===== src/cmp_pkg.sv =====
// Purpose: constants for the comparator event control block
// Assumes: 32-bit axi4-lite register bus, 20 MHz aclk
// Notes:   offsets are byte addresses
//
// Summary of operation
// RULE_01: the digital result follows the comparison of the minus input against the plus input.
// RULE_02: the current result is always readable at bit 5 of the control register.
// RULE_03: output select 1,0 routes the result to the result pin.
// RULE_04: output select 1,1 runs the cell as an amplifier with the schmitt stage off.
// RULE_05: in amplifier mode the mask, wake and flag bits are ignored and no interrupt or wake-up occurs.
// RULE_06: any change of the result in either direction sets the event flag.
// RULE_07: the interrupt reaches the core only while the mask bit and global enable are both set.
// RULE_08: the event flag stays set until software clears it.
// RULE_09: with wake enable set the comparator and its interrupt logic stay active in sleep.
// RULE_10: with wake enable set a change during sleep wakes the core.
// RULE_11: a wake-up with mask set and global interrupts off resumes after the sleep instruction.
// RULE_12: with mask set and global interrupts on an event vectors to 0x00F.
// RULE_13: software should turn the comparator off before sleep unless it is a wake source.
// RULE_14: the result is synchronised and a change found by comparing successive samples.
// RULE_15: reset clears the control register, event flag, mask bit and wake enable.
package cmp_pkg;
  localparam logic [7:0] CTL_OFFSET     = 8'h08;
  localparam logic [7:0] EVT_OFFSET     = 8'h0C;
  localparam logic [7:0] IRQ_STS_OFFSET = 8'h10;
  localparam logic [7:0] IRQ_MSK_OFFSET = 8'h14;
  localparam int RESULT_POS  = 5;
  localparam int SEL_HI_POS  = 4;
  localparam int SEL_LO_POS  = 3;
  localparam int FLAG_POS    = 4;
  localparam int WAKE_POS    = 2;
  localparam int MASK_POS    = 0;
  localparam int GIE_POS     = 1;
  localparam logic [7:0] CTL_RESET = 8'h00;
  localparam logic [7:0] CTL_WMASK = 8'h1F;
  localparam logic [1:0] SEL_PIN   = 2'h2;
  localparam logic [1:0] SEL_OPAMP = 2'h3;
  localparam logic [11:0] CMP_VECTOR = 12'h00F;
  localparam logic [1:0] RESP_OKAY   = 2'h0;
  localparam logic [1:0] RESP_SLVERR = 2'h2;
endpackage


===== src/cmp_sync.sv =====
// Purpose: three-stage synchroniser with agreement filter
// Assumes: async level input
// Notes:   first stage read only by second
`timescale 1ns/1ps
module cmp_sync (
  input  wire logic aclk,
  input  wire logic aresetn,
  input  wire logic din,
  output logic      dout
);
  logic s1_reg, s2_reg, s3_reg, out_reg;
  logic s1_next, s2_next, s3_next, out_next;
  always_comb begin
    s1_next  = din;
    s2_next  = s1_reg;
    s3_next  = s2_reg;
    out_next = (s2_reg == s3_reg) ? s3_reg : out_reg; // RULE_14
  end
  always_ff @(posedge aclk) begin
    if (!aresetn) begin
      s1_reg  <= 1'b0;
      s2_reg  <= 1'b0;
      s3_reg  <= 1'b0;
      out_reg <= 1'b0;
    end else begin
      s1_reg  <= s1_next;
      s2_reg  <= s2_next;
      s3_reg  <= s3_next;
      out_reg <= out_next;
    end
  end
  assign dout = out_reg;
endmodule // cmp_sync


===== src/cmp_event_ctl.sv =====
// Purpose: comparator event control with axi4-lite registers
// Assumes: analog cell gives raw compare level cmp_raw (1 when minus below plus)
// Notes:   one write and one read in flight at a time
`timescale 1ns/1ps
module cmp_event_ctl (
  input  wire logic        aclk,
  input  wire logic        aresetn,
  input  wire logic [7:0]  s_axi_awaddr,
  input  wire logic        s_axi_awvalid,
  output logic             s_axi_awready,
  input  wire logic [31:0] s_axi_wdata,
  input  wire logic [3:0]  s_axi_wstrb,
  input  wire logic        s_axi_wvalid,
  output logic             s_axi_wready,
  output logic [1:0]       s_axi_bresp,
  output logic             s_axi_bvalid,
  input  wire logic        s_axi_bready,
  input  wire logic [7:0]  s_axi_araddr,
  input  wire logic        s_axi_arvalid,
  output logic             s_axi_arready,
  output logic [31:0]      s_axi_rdata,
  output logic [1:0]       s_axi_rresp,
  output logic             s_axi_rvalid,
  input  wire logic        s_axi_rready,
  input  wire logic        cmp_raw,
  input  wire logic        sleeping,
  output logic             result_pin,
  output logic             result_pin_oe,
  output logic             opamp_mode,
  output logic             schmitt_en,
  output logic             cmp_active,
  output logic             core_irq,
  output logic             wake_req,
  output logic             vector_req,
  output logic [11:0]      vector_addr,
  output logic             irq
);
  typedef enum logic [2:0] {
    WR_IDLE = 3'b001,
    WR_DATA = 3'b010,
    WR_RESP = 3'b100
  } wr_state_type;

  wr_state_type wr_state_reg, wr_state_next;
  logic [7:0]  ctl_reg, ctl_next;
  logic [7:0]  evt_reg, evt_next;
  logic [1:0]  sts_reg, sts_next;
  logic [1:0]  msk_reg, msk_next;
  logic [7:0]  awaddr_reg, awaddr_next;
  logic        aw_got_reg, aw_got_next;
  logic [31:0] wdata_reg, wdata_next;
  logic        w_got_reg, w_got_next;
  logic [1:0]  bresp_reg, bresp_next;
  logic        rvalid_reg, rvalid_next;
  logic [31:0] rdata_reg, rdata_next;
  logic [1:0]  rresp_reg, rresp_next;
  logic        prev_reg, prev_next;
  logic        pin_reg, pin_next, oe_reg, oe_next, op_reg, op_next, sch_reg, sch_next;
  logic        act_reg, act_next, cirq_reg, cirq_next, wake_reg, wake_next;
  logic        vreq_reg, vreq_next, irq_reg, irq_next;
  logic        cmp_sync_lvl;
  logic        change, op_now, do_write, flag_clr, sts_rd;
  logic        awr_reg, wr_reg, bv_reg, arr_reg;

  function automatic logic mapped(input logic [7:0] a);
    mapped = (a == cmp_pkg::CTL_OFFSET) || (a == cmp_pkg::EVT_OFFSET) ||
             (a == cmp_pkg::IRQ_STS_OFFSET) || (a == cmp_pkg::IRQ_MSK_OFFSET);
  endfunction

  cmp_sync u_sync (
    .aclk    (aclk),
    .aresetn (aresetn),
    .din     (cmp_raw), // RULE_01
    .dout    (cmp_sync_lvl)
  );

  // write channel: address and data taken in any order, response after both
  always_comb begin
    wr_state_next = wr_state_reg;
    awaddr_next   = awaddr_reg;
    aw_got_next   = aw_got_reg;
    wdata_next    = wdata_reg;
    w_got_next    = w_got_reg;
    bresp_next    = bresp_reg;
    do_write      = 1'b0;
    case (wr_state_reg)
      WR_IDLE, WR_DATA: begin
        if (s_axi_awvalid && awr_reg) begin
          awaddr_next = s_axi_awaddr;
          aw_got_next = 1'b1;
        end
        if (s_axi_wvalid && wr_reg) begin
          wdata_next = s_axi_wdata;
          w_got_next = 1'b1;
        end
        wr_state_next = (aw_got_next || w_got_next) ? WR_DATA : WR_IDLE;
        if (aw_got_reg && w_got_reg) begin
          do_write      = 1'b1;
          bresp_next    = mapped(awaddr_reg) ? cmp_pkg::RESP_OKAY : cmp_pkg::RESP_SLVERR;
          wr_state_next = WR_RESP;
        end
      end
      WR_RESP: begin
        if (s_axi_bready) begin
          aw_got_next   = 1'b0;
          w_got_next    = 1'b0;
          wr_state_next = WR_IDLE;
        end
      end
      default: wr_state_next = WR_IDLE;
    endcase
  end

  // control, event, interrupt and output logic
  always_comb begin
    ctl_next = ctl_reg;
    evt_next = evt_reg;
    msk_next = msk_reg;
    flag_clr = 1'b0;
    // byte strobes ignored: every register is a full-word write
    if (do_write) begin
      case (awaddr_reg)
        cmp_pkg::CTL_OFFSET: ctl_next[4:0] = wdata_reg[4:0] & cmp_pkg::CTL_WMASK[4:0];
        cmp_pkg::EVT_OFFSET: begin
          evt_next[cmp_pkg::WAKE_POS] = wdata_reg[cmp_pkg::WAKE_POS]; // RULE_09
          evt_next[cmp_pkg::MASK_POS] = wdata_reg[cmp_pkg::MASK_POS];
          evt_next[cmp_pkg::GIE_POS]  = wdata_reg[cmp_pkg::GIE_POS];
          flag_clr = !wdata_reg[cmp_pkg::FLAG_POS]; // RULE_08
        end
        cmp_pkg::IRQ_MSK_OFFSET: msk_next = wdata_reg[1:0];
        default: ;
      endcase
    end
    ctl_next[7:6] = 2'h0;
    ctl_next[cmp_pkg::RESULT_POS] = cmp_sync_lvl; // RULE_02
    op_now = (ctl_reg[4:3] == cmp_pkg::SEL_OPAMP);
    change = (cmp_sync_lvl != prev_reg) && !op_now; // RULE_06 RULE_14 RULE_05
    prev_next = cmp_sync_lvl;
    evt_next[7:5] = 3'h0;
    if (flag_clr)
      evt_next[cmp_pkg::FLAG_POS] = 1'b0;
    if (change)
      evt_next[cmp_pkg::FLAG_POS] = 1'b1; // RULE_06
    // status: bit0 event, bit1 wake; read clears, set wins
    sts_next = sts_reg & ~(sts_rd ? 2'h3 : 2'h0);
    if (change)
      sts_next[0] = 1'b1;
    if (change && sleeping && evt_reg[cmp_pkg::WAKE_POS])
      sts_next[1] = 1'b1;
    irq_next  = |(sts_next & msk_next);
    pin_next  = (ctl_reg[4:3] == cmp_pkg::SEL_PIN) && cmp_sync_lvl; // RULE_03
    oe_next   = (ctl_reg[4:3] == cmp_pkg::SEL_PIN); // RULE_03
    op_next   = op_now; // RULE_04
    sch_next  = !op_now; // RULE_04
    act_next  = !sleeping || (evt_reg[cmp_pkg::WAKE_POS] && !op_now); // RULE_09
    cirq_next = !op_now && evt_next[cmp_pkg::FLAG_POS] && evt_reg[cmp_pkg::MASK_POS]
                && evt_reg[cmp_pkg::GIE_POS]; // RULE_07 RULE_05
    wake_next = !op_now && sleeping && evt_reg[cmp_pkg::WAKE_POS] && change; // RULE_10 RULE_11
    vreq_next = cirq_next; // RULE_12
  end

  // read channel: one cycle answer, held until rready
  always_comb begin
    rvalid_next = rvalid_reg;
    rdata_next  = rdata_reg;
    rresp_next  = rresp_reg;
    sts_rd      = 1'b0;
    if (rvalid_reg) begin
      if (s_axi_rready)
        rvalid_next = 1'b0;
    end else if (s_axi_arvalid && arr_reg) begin
      rvalid_next = 1'b1;
      rresp_next  = mapped(s_axi_araddr) ? cmp_pkg::RESP_OKAY : cmp_pkg::RESP_SLVERR;
      case (s_axi_araddr)
        cmp_pkg::CTL_OFFSET:     rdata_next = {24'h0, ctl_reg}; // RULE_02
        cmp_pkg::EVT_OFFSET:     rdata_next = {24'h0, evt_reg};
        cmp_pkg::IRQ_STS_OFFSET: begin
          rdata_next = {30'h0, sts_reg};
          sts_rd     = 1'b1;
        end
        cmp_pkg::IRQ_MSK_OFFSET: rdata_next = {30'h0, msk_reg};
        default:                 rdata_next = 32'h0;
      endcase
    end
  end

  always_ff @(posedge aclk) begin
    if (!aresetn) begin // RULE_15
      wr_state_reg <= WR_IDLE;
      ctl_reg      <= cmp_pkg::CTL_RESET;
      evt_reg      <= 8'h00;
      sts_reg      <= 2'h0;
      msk_reg      <= 2'h0;
      awaddr_reg   <= 8'h00;
      aw_got_reg   <= 1'b0;
      wdata_reg    <= 32'h0;
      w_got_reg    <= 1'b0;
      bresp_reg    <= 2'h0;
      rvalid_reg   <= 1'b0;
      rdata_reg    <= 32'h0;
      rresp_reg    <= 2'h0;
      prev_reg     <= 1'b0;
      pin_reg      <= 1'b0;
      oe_reg       <= 1'b0;
      op_reg       <= 1'b0;
      sch_reg      <= 1'b1;
      act_reg      <= 1'b1;
      cirq_reg     <= 1'b0;
      wake_reg     <= 1'b0;
      vreq_reg     <= 1'b0;
      irq_reg      <= 1'b0;
    end else begin
      wr_state_reg <= wr_state_next;
      ctl_reg      <= ctl_next;
      evt_reg      <= evt_next;
      sts_reg      <= sts_next;
      msk_reg      <= msk_next;
      awaddr_reg   <= awaddr_next;
      aw_got_reg   <= aw_got_next;
      wdata_reg    <= wdata_next;
      w_got_reg    <= w_got_next;
      bresp_reg    <= bresp_next;
      rvalid_reg   <= rvalid_next;
      rdata_reg    <= rdata_next;
      rresp_reg    <= rresp_next;
      prev_reg     <= prev_next;
      pin_reg      <= pin_next;
      oe_reg       <= oe_next;
      op_reg       <= op_next;
      sch_reg      <= sch_next;
      act_reg      <= act_next;
      cirq_reg     <= cirq_next;
      wake_reg     <= wake_next;
      vreq_reg     <= vreq_next;
      irq_reg      <= irq_next;
    end
  end

  // ready flags are registered so they come straight from flip-flops
  always_ff @(posedge aclk) begin
    if (!aresetn) begin
      awr_reg <= 1'b0;
      wr_reg  <= 1'b0;
      bv_reg  <= 1'b0;
      arr_reg <= 1'b0;
    end else begin
      awr_reg <= (wr_state_next != WR_RESP) && !aw_got_next;
      wr_reg  <= (wr_state_next != WR_RESP) && !w_got_next;
      bv_reg  <= (wr_state_next == WR_RESP);
      arr_reg <= !rvalid_next;
    end
  end

  assign s_axi_awready = awr_reg;
  assign s_axi_wready  = wr_reg;
  assign s_axi_bvalid  = bv_reg;
  assign s_axi_bresp   = bresp_reg;
  assign s_axi_arready = arr_reg;
  assign s_axi_rvalid  = rvalid_reg;
  assign s_axi_rdata   = rdata_reg;
  assign s_axi_rresp   = rresp_reg;
  assign result_pin    = pin_reg;
  assign result_pin_oe = oe_reg;
  assign opamp_mode    = op_reg;
  assign schmitt_en    = sch_reg;
  assign cmp_active    = act_reg;
  assign core_irq      = cirq_reg;
  assign wake_req      = wake_reg;
  assign vector_req    = vreq_reg;
  assign vector_addr   = cmp_pkg::CMP_VECTOR; // RULE_12
  assign irq           = irq_reg;

  property p_flag_set;
    @(posedge aclk) disable iff (!aresetn) change |=> evt_reg[cmp_pkg::FLAG_POS];
  endproperty
  a_flag_set: assert property (p_flag_set) else $error("flag not set on change"); // RULE_06
  property p_flag_hold;
    @(posedge aclk) disable iff (!aresetn)
      evt_reg[cmp_pkg::FLAG_POS] && !flag_clr |=> evt_reg[cmp_pkg::FLAG_POS];
  endproperty
  a_flag_hold: assert property (p_flag_hold) else $error("flag cleared by hardware"); // RULE_08
  property p_status;
    @(posedge aclk) disable iff (!aresetn) 1 |=> ctl_reg[cmp_pkg::RESULT_POS] == $past(cmp_sync_lvl);
  endproperty
  a_status: assert property (p_status) else $error("status bit stale"); // RULE_02
  property p_pin;
    @(posedge aclk) disable iff (!aresetn)
      ctl_reg[4:3] != cmp_pkg::SEL_PIN |=> !result_pin_oe && !result_pin;
  endproperty
  a_pin: assert property (p_pin) else $error("pin driven outside pin mode"); // RULE_03
  property p_opamp;
    @(posedge aclk) disable iff (!aresetn)
      op_now |=> !core_irq && !wake_req && !schmitt_en;
  endproperty
  a_opamp: assert property (p_opamp) else $error("event in amplifier mode"); // RULE_04 RULE_05
  property p_gate;
    @(posedge aclk) disable iff (!aresetn)
      !(evt_reg[cmp_pkg::MASK_POS] && evt_reg[cmp_pkg::GIE_POS]) |=> !core_irq;
  endproperty
  a_gate: assert property (p_gate) else $error("irq without enables"); // RULE_07
  property p_wake;
    @(posedge aclk) disable iff (!aresetn)
      change && sleeping && evt_reg[cmp_pkg::WAKE_POS] |=> wake_req;
  endproperty
  a_wake: assert property (p_wake) else $error("missed wake-up"); // RULE_10
  property p_sync;
    @(posedge aclk) disable iff (!aresetn)
      $changed(cmp_sync_lvl) |=> prev_reg == $past(cmp_sync_lvl);
  endproperty
  a_sync: assert property (p_sync) else $error("previous sample wrong"); // RULE_14
  c_change: cover property (@(posedge aclk) disable iff (!aresetn) change);
  c_wake: cover property (@(posedge aclk) disable iff (!aresetn) wake_req);
  c_irq: cover property (@(posedge aclk) disable iff (!aresetn) core_irq ##1 irq);
endmodule // cmp_event_ctl


===== config.mk =====
export PLATFORM = sky130hd
export DESIGN_NAME = cmp_event_ctl
export DESIGN_NICKNAME = d
export VERILOG_FILES = /design/src/cmp_pkg.sv /design/src/cmp_sync.sv /design/src/cmp_event_ctl.sv
export SDC_FILE = /design/constraint.sdc
export NUM_CORES = 1
export LEC_CHECK = 0
export BUFFER_PORTS_ARGS = -buffer_cell sky130_fd_sc_hd__buf_2
export CORE_ASPECT_RATIO = 1.4
export CORE_MARGIN = 3
export CORE_UTILIZATION = 46
export CTS_CLUSTER_SIZE = 25
export DETAILED_ROUTE_END_ITERATION = 12
export PLACE_DENSITY = 0.92
export SYNTH_ARGS = -nofsm -noshare
export SYNTH_HDL_FRONTEND = slang
export SYNTH_HIERARCHICAL = 1
export SYNTH_SLANG_ARGS = --single-unit

===== constraint.sdc =====
create_clock -name aclk -period 1.7 [get_ports aclk]
set_input_delay 0.17 -clock aclk [delete_from_list [all_inputs] [get_ports aclk]]
set_output_delay 0.17 -clock aclk [all_outputs]
set_load 0.02 [all_outputs]

Word-level counts from Yosys, hierarchy flattened
Index checks and enable logic that the tools add are counted.

storage, ports and cells
  flip-flop bits (word level) = 90
  latch bits = 0
  memory bits (writable) = 0
  ROM bits = 0
  bits of input ports = 61
  logic and storage cells = 125
  memories = 0

cells by class
  $add $sub $neg = 0
  multiply operators = 0
  divide/modulo/power cells = 0
  magnitude comparators = 0
  equality and inequality tests = 17
  shifts and indexed selects = 0
  muxes and demuxes = 32
  bitwise logic cells = 4
  reductions and logical operators = 39

operators with widths
  kind                  number
  $eq A8 B4 Y1 const B  4
  $eq A8 B5 Y1 const B  4
  $pmux W8 S4           1
  $mux W1               20
  $logic_and A1 B1 Y1   17
  $mux W2               6
  $reduce_and A2 Y1     6
  $logic_or A1 B1 Y1    8
  $eq A3 B3 Y1 const B  2
  $logic_not A1 Y1      6
  $mux W3               2
  $pmux W3 S2           1
  $and A2 B2 Y2         2
  $eq A2 B2 Y1 const B  2
  $pmux W1 S2           2
  $reduce_or A2 Y1      2
  $eq A3 B1 Y1 const B  1
  $eq A3 B2 Y1 const B  1
  $ne A3 B3 Y1 const B  1
  $not A2 Y2            1
  $eq A1 B1 Y1          1
  $ne A1 B1 Y1          1
  $not A1 Y1            1

Depth between registers and ports, before layout
  word-level depth = 10
  mapped depth = 5
  depth with buffers taken out = 4

Hierarchy
Netlist, hierarchy kept.

by module, submodules not included
  module         times used  cells an instance  area an instance (µm²)
  cmp_event_ctl  1           257                2,441.1
  cmp_sync       1           10                 116.4

Worst setup path before layout
OpenSTA, ideal clock, no wires.

  path type = register -> register
  from = reg awaddr_reg[2]
  to = reg vreq_reg (netlist: vector_req)
  arrival time = 1,242 ps
  data required time = 1,573 ps
  setup slack = 331 ps
  cell stages (with the launch flop) = 5
  path buffers = 0
  period minus slack after synthesis = 1,369 ps
  path through = dfxtp_1 -> nor4b_1 -> nand4_1 -> o21ai_0 -> a211oi_1

between the ends
  word-level cells in the longest chain between the ends = 8

ends and longest elaborated chain
  item                               RTL line              source
  from (decl)                        cmp_event_ctl.sv:49   logic [7:0] awaddr_reg, awaddr_next;
  from (signal assigned)             cmp_event_ctl.sv:218  awaddr_reg <= awaddr_next;
  $eq A8 B4 Y1                       cmp_event_ctl.sv:122  case (awaddr_reg)
  $mux W1                            cmp_event_ctl.sv:122
  $mux W1                            cmp_event_ctl.sv:121  if (do_write) begin
  $mux W1                            cmp_event_ctl.sv:140  if (flag_clr)
  $mux W1                            cmp_event_ctl.sv:142  if (change)
  $logic_and A1 B1 Y1 (2 in series)  cmp_event_ctl.sv:156  cirq_next = !op_now && evt_next[cmp_pkg::FLAG_POS] && evt_reg[cmp_pkg::MASK_POS]
  $logic_and A1 B1 Y1                cmp_event_ctl.sv:157  && evt_reg[cmp_pkg::GIE_POS];
  to (signal assigned)               cmp_event_ctl.sv:234  vreq_reg <= vreq_next;
  to (decl)                          cmp_event_ctl.sv:60   logic vreq_reg, vreq_next, irq_reg, irq_next;

Every way passes these cells.
A chain may end at the register's enable or synchronous reset.

Worst setup path after layout
  from = reg awaddr_reg[5]
  to = reg evt_reg[4]

between the ends
  word-level cells in the longest chain between the ends = 5

ends and longest elaborated chain
  item                  RTL line              source
  $eq A8 B4 Y1          cmp_event_ctl.sv:122
  $mux W1               cmp_event_ctl.sv:122
  $mux W1               cmp_event_ctl.sv:121
  $mux W1               cmp_event_ctl.sv:140
  $mux W1               cmp_event_ctl.sv:142
  to (signal assigned)  cmp_event_ctl.sv:215  evt_reg <= evt_next;
  to (decl)             cmp_event_ctl.sv:46   logic [7:0] evt_reg, evt_next;

Every way passes these cells.

==> impl_metrics.toml <==
[setup_path]
r2r_slack_ps = 170
worstPathMaxFanout = 3
cp-end-kind = "register"
critical_path.max_stage_delay_ps = 400
path_cells = "nor4b_1 -> nand4_1 -> o21ai_0 -> a21oi_1"
worstPathArrival_ps = 1730
reg2reg_depth = 4
cp_slowest_cell = "nor4b_1"
cp-start-kind = "register"
r2r_end = "evt_reg[4]$_SDFF_PN0_"
path_class = "reg -> reg"
r2r-start = "awaddr_reg[5]$_SDFFE_PN0P_"
worstPathRequired_ps = 1890

[sta]
finalSetupViolCount = 0
grt_setup_unrepaired = "no"
period_minus_slack_ps = 1530
skew_ps = 3.91
period_share_pct = 90.2
fmax_ghz = 0.652
finalHoldViolCount = 0
fin_tns_setup_ps = 0
slew_violations = 0

[clocking]
root_buffer = "clkbuf_8"
path_clk_slew_ps = 60
cts_buffers = 9
ctsHoldBuffers = 0
clockBufferDepth = 2
clock_latency_ps = 330
cts_setup_buffers = 0
cts-resized-gates = 0
tritoncts = "yes"
cts_num_sinks = 57
h-tree-depth = 3

[yosys]
synth_area_um2 = 2560
netlist_instances = 267
avgSynthCellArea_um2 = 9.58
ys_seq_area_share_pct = 44.6
synth_warnings = 6
ys_seq_elements = 57
yosysTopAreaCell = "dfxtp_1"
synth_edf_count = 0
async_flop_share_pct = 0
synth.distinct_cells = 47
synthTopCellsByArea = "dfxtp_1, buf_4, mux2i_1"
synthFlopType = "dfxtp_1"
synth_top_cell_area_share_pct = 44.6

[finish]
areaGrowthSynthToFinish_pct = 15.6
largest_reg_flops = 8
final_cell_mix = "dfxtp_1, buf_2, conb_1, nor2_1, mux2i_1"
multiInputGateArea_um2 = 1180
diodes = 0
final_nets = 386
final_common_cell = "dfxtp_1"
drive_gt1_share_pct = 26.4
regArea_um2 = 1140
num-fill-cells = 481

[global_routing]
antenna_found_initial = 0
grt.overflow.total = 0
grt_max_degree = 28
track_usage_pct = 16.4
grt_pass1_vias = 1818
grt_pass1_wl_mm = 8.30

[placement]
gp_congestion = 0.743
dp_hpwl_mm = 3.79
numPortBuffers = 51

[floorplan]
die_w_um = 69.0
die_y_um = 94.2
num_io_pins = 123
row_count = 31
initial_core_util_pct = 48.5
coreArea_um2 = 5280
dieArea_um2 = 6500

[hold_path]
hp-class = "in -> reg"
holdPathStages = 2
hp-start = "sleeping"
holdPathEnd = "cmp_active$_SDFF_PN1_"

[run_status]
status = "complete, no violations"

[route]
ant_nets = 0
drtPass1Iterations = 5
vias = 1954
drc = 0
drtIter0Drc = 155
finalWirelength_mm = 5.04
wire_per_inst_um = 12.7
routed_via_density = 4.93

[pwr]
ir_worst_vdd_uv = 581
total_power_uw = 3410
power.density_nw_per_um2 = 1150
p_leak_uw = 0.00135

[flow_run]
max_cap_violations = 0
## power breakdown
group | total [uW] | switching (uW) | internal, uW
sequential | 1490 | 70.0 | 1420
combinational | 507 | 314 | 193
clock | 1420 | 521 | 899
total | 3410 | 904 | 2510
## Yosys cell counts (all sizes together) (4+ instances only)
library cell / instances
a21oi: 10
a22oi: 4
and2: 5
buf: 46
dfxtp: 57
inv: 5
mux2i: 22
nand2: 11
nand2b: 4
nand3: 4
nand4b: 5
nor2: 34
nor3: 5
o21ai: 9
## cells by family (layout without fill, tap and decap cells)
family	Yosys count	in the layout	synth area share, %
flip-flops	57	57	44.6
buffers and inverters	54	79	14.9
other	2	40	0.294
multiplexers	24	24	9.49
XOR/XNOR	4	4	1.66
AO/OA/AOI/OAI	34	34	8.51
AND/OR/NAND/NOR	92	92	20.5
## per-stage QoR
| step | instances | instance area [um2] | hold slack, ps | utilization (%) | worst slack [ps] |
|---|---|---|---|---|---|
| floorplan | 305 | 2700 | 242 | - | 331 |
| global placement | 380 | 2730 | 368 | 51.7 | 236 |
| detailed placement | 380 | 2730 | 366 | 51.7 | 204 |
| CTS | 396 | 2960 | 8.38 | 56.0 | 172 |
| global route | 396 | 2960 | 30.4 | 56.0 | 6.87 |
| finish | 396 | 2960 | 26.9 | 56.0 | 167 |
## final cells by class
type / instances / area share [%]
repair buffers: 58 / 10.4
clock inverters: 5 / 2.62
clock buffers: 11 / 5.12
inverters: 5 / 0.635
multi-input cells: 194 / 39.8
well taps: 66 / 2.79
flip-flops and latches: 57 / 38.6
## how the worst max path moves through the flow
stage	startpoint	to	slack, ps	cells after the start
finish	awaddr_reg[5]$_SDFFE_PN0P_	evt_reg[4]$_SDFF_PN0_	170	4
global route	awaddr_reg[5]$_SDFFE_PN0P_	irq$_SDFF_PN0_	7	4
CTS	awaddr_reg[5]$_SDFFE_PN0P_	evt_reg[4]$_SDFF_PN0_	170	4
detailed placement	awaddr_reg[5]$_SDFFE_PN0P_	irq$_SDFF_PN0_	200	4
global placement	awaddr_reg[5]$_SDFFE_PN0P_	vector_req$_SDFF_PN0_	240	4
floorplan	awaddr_reg[2]$_SDFFE_PN0P_	vector_req$_SDFF_PN0_	330	4
## per-layer routing
layer	GRT usage [%]	wire length, um	up-vias
met4	8.79	117	0
met1	17.5	1910	900
met3	5.57	401	10
met2	28.3	2610	88
met5	0	0	-
li1	-	-	956
## critical path, delay by kind of cell (launching register included)
kind / cells / cell delay [ps]
compound gates: 2 / 420
simple gates: 2 / 640
flops: 1 / 330
(Power assumes the default switching activity.)
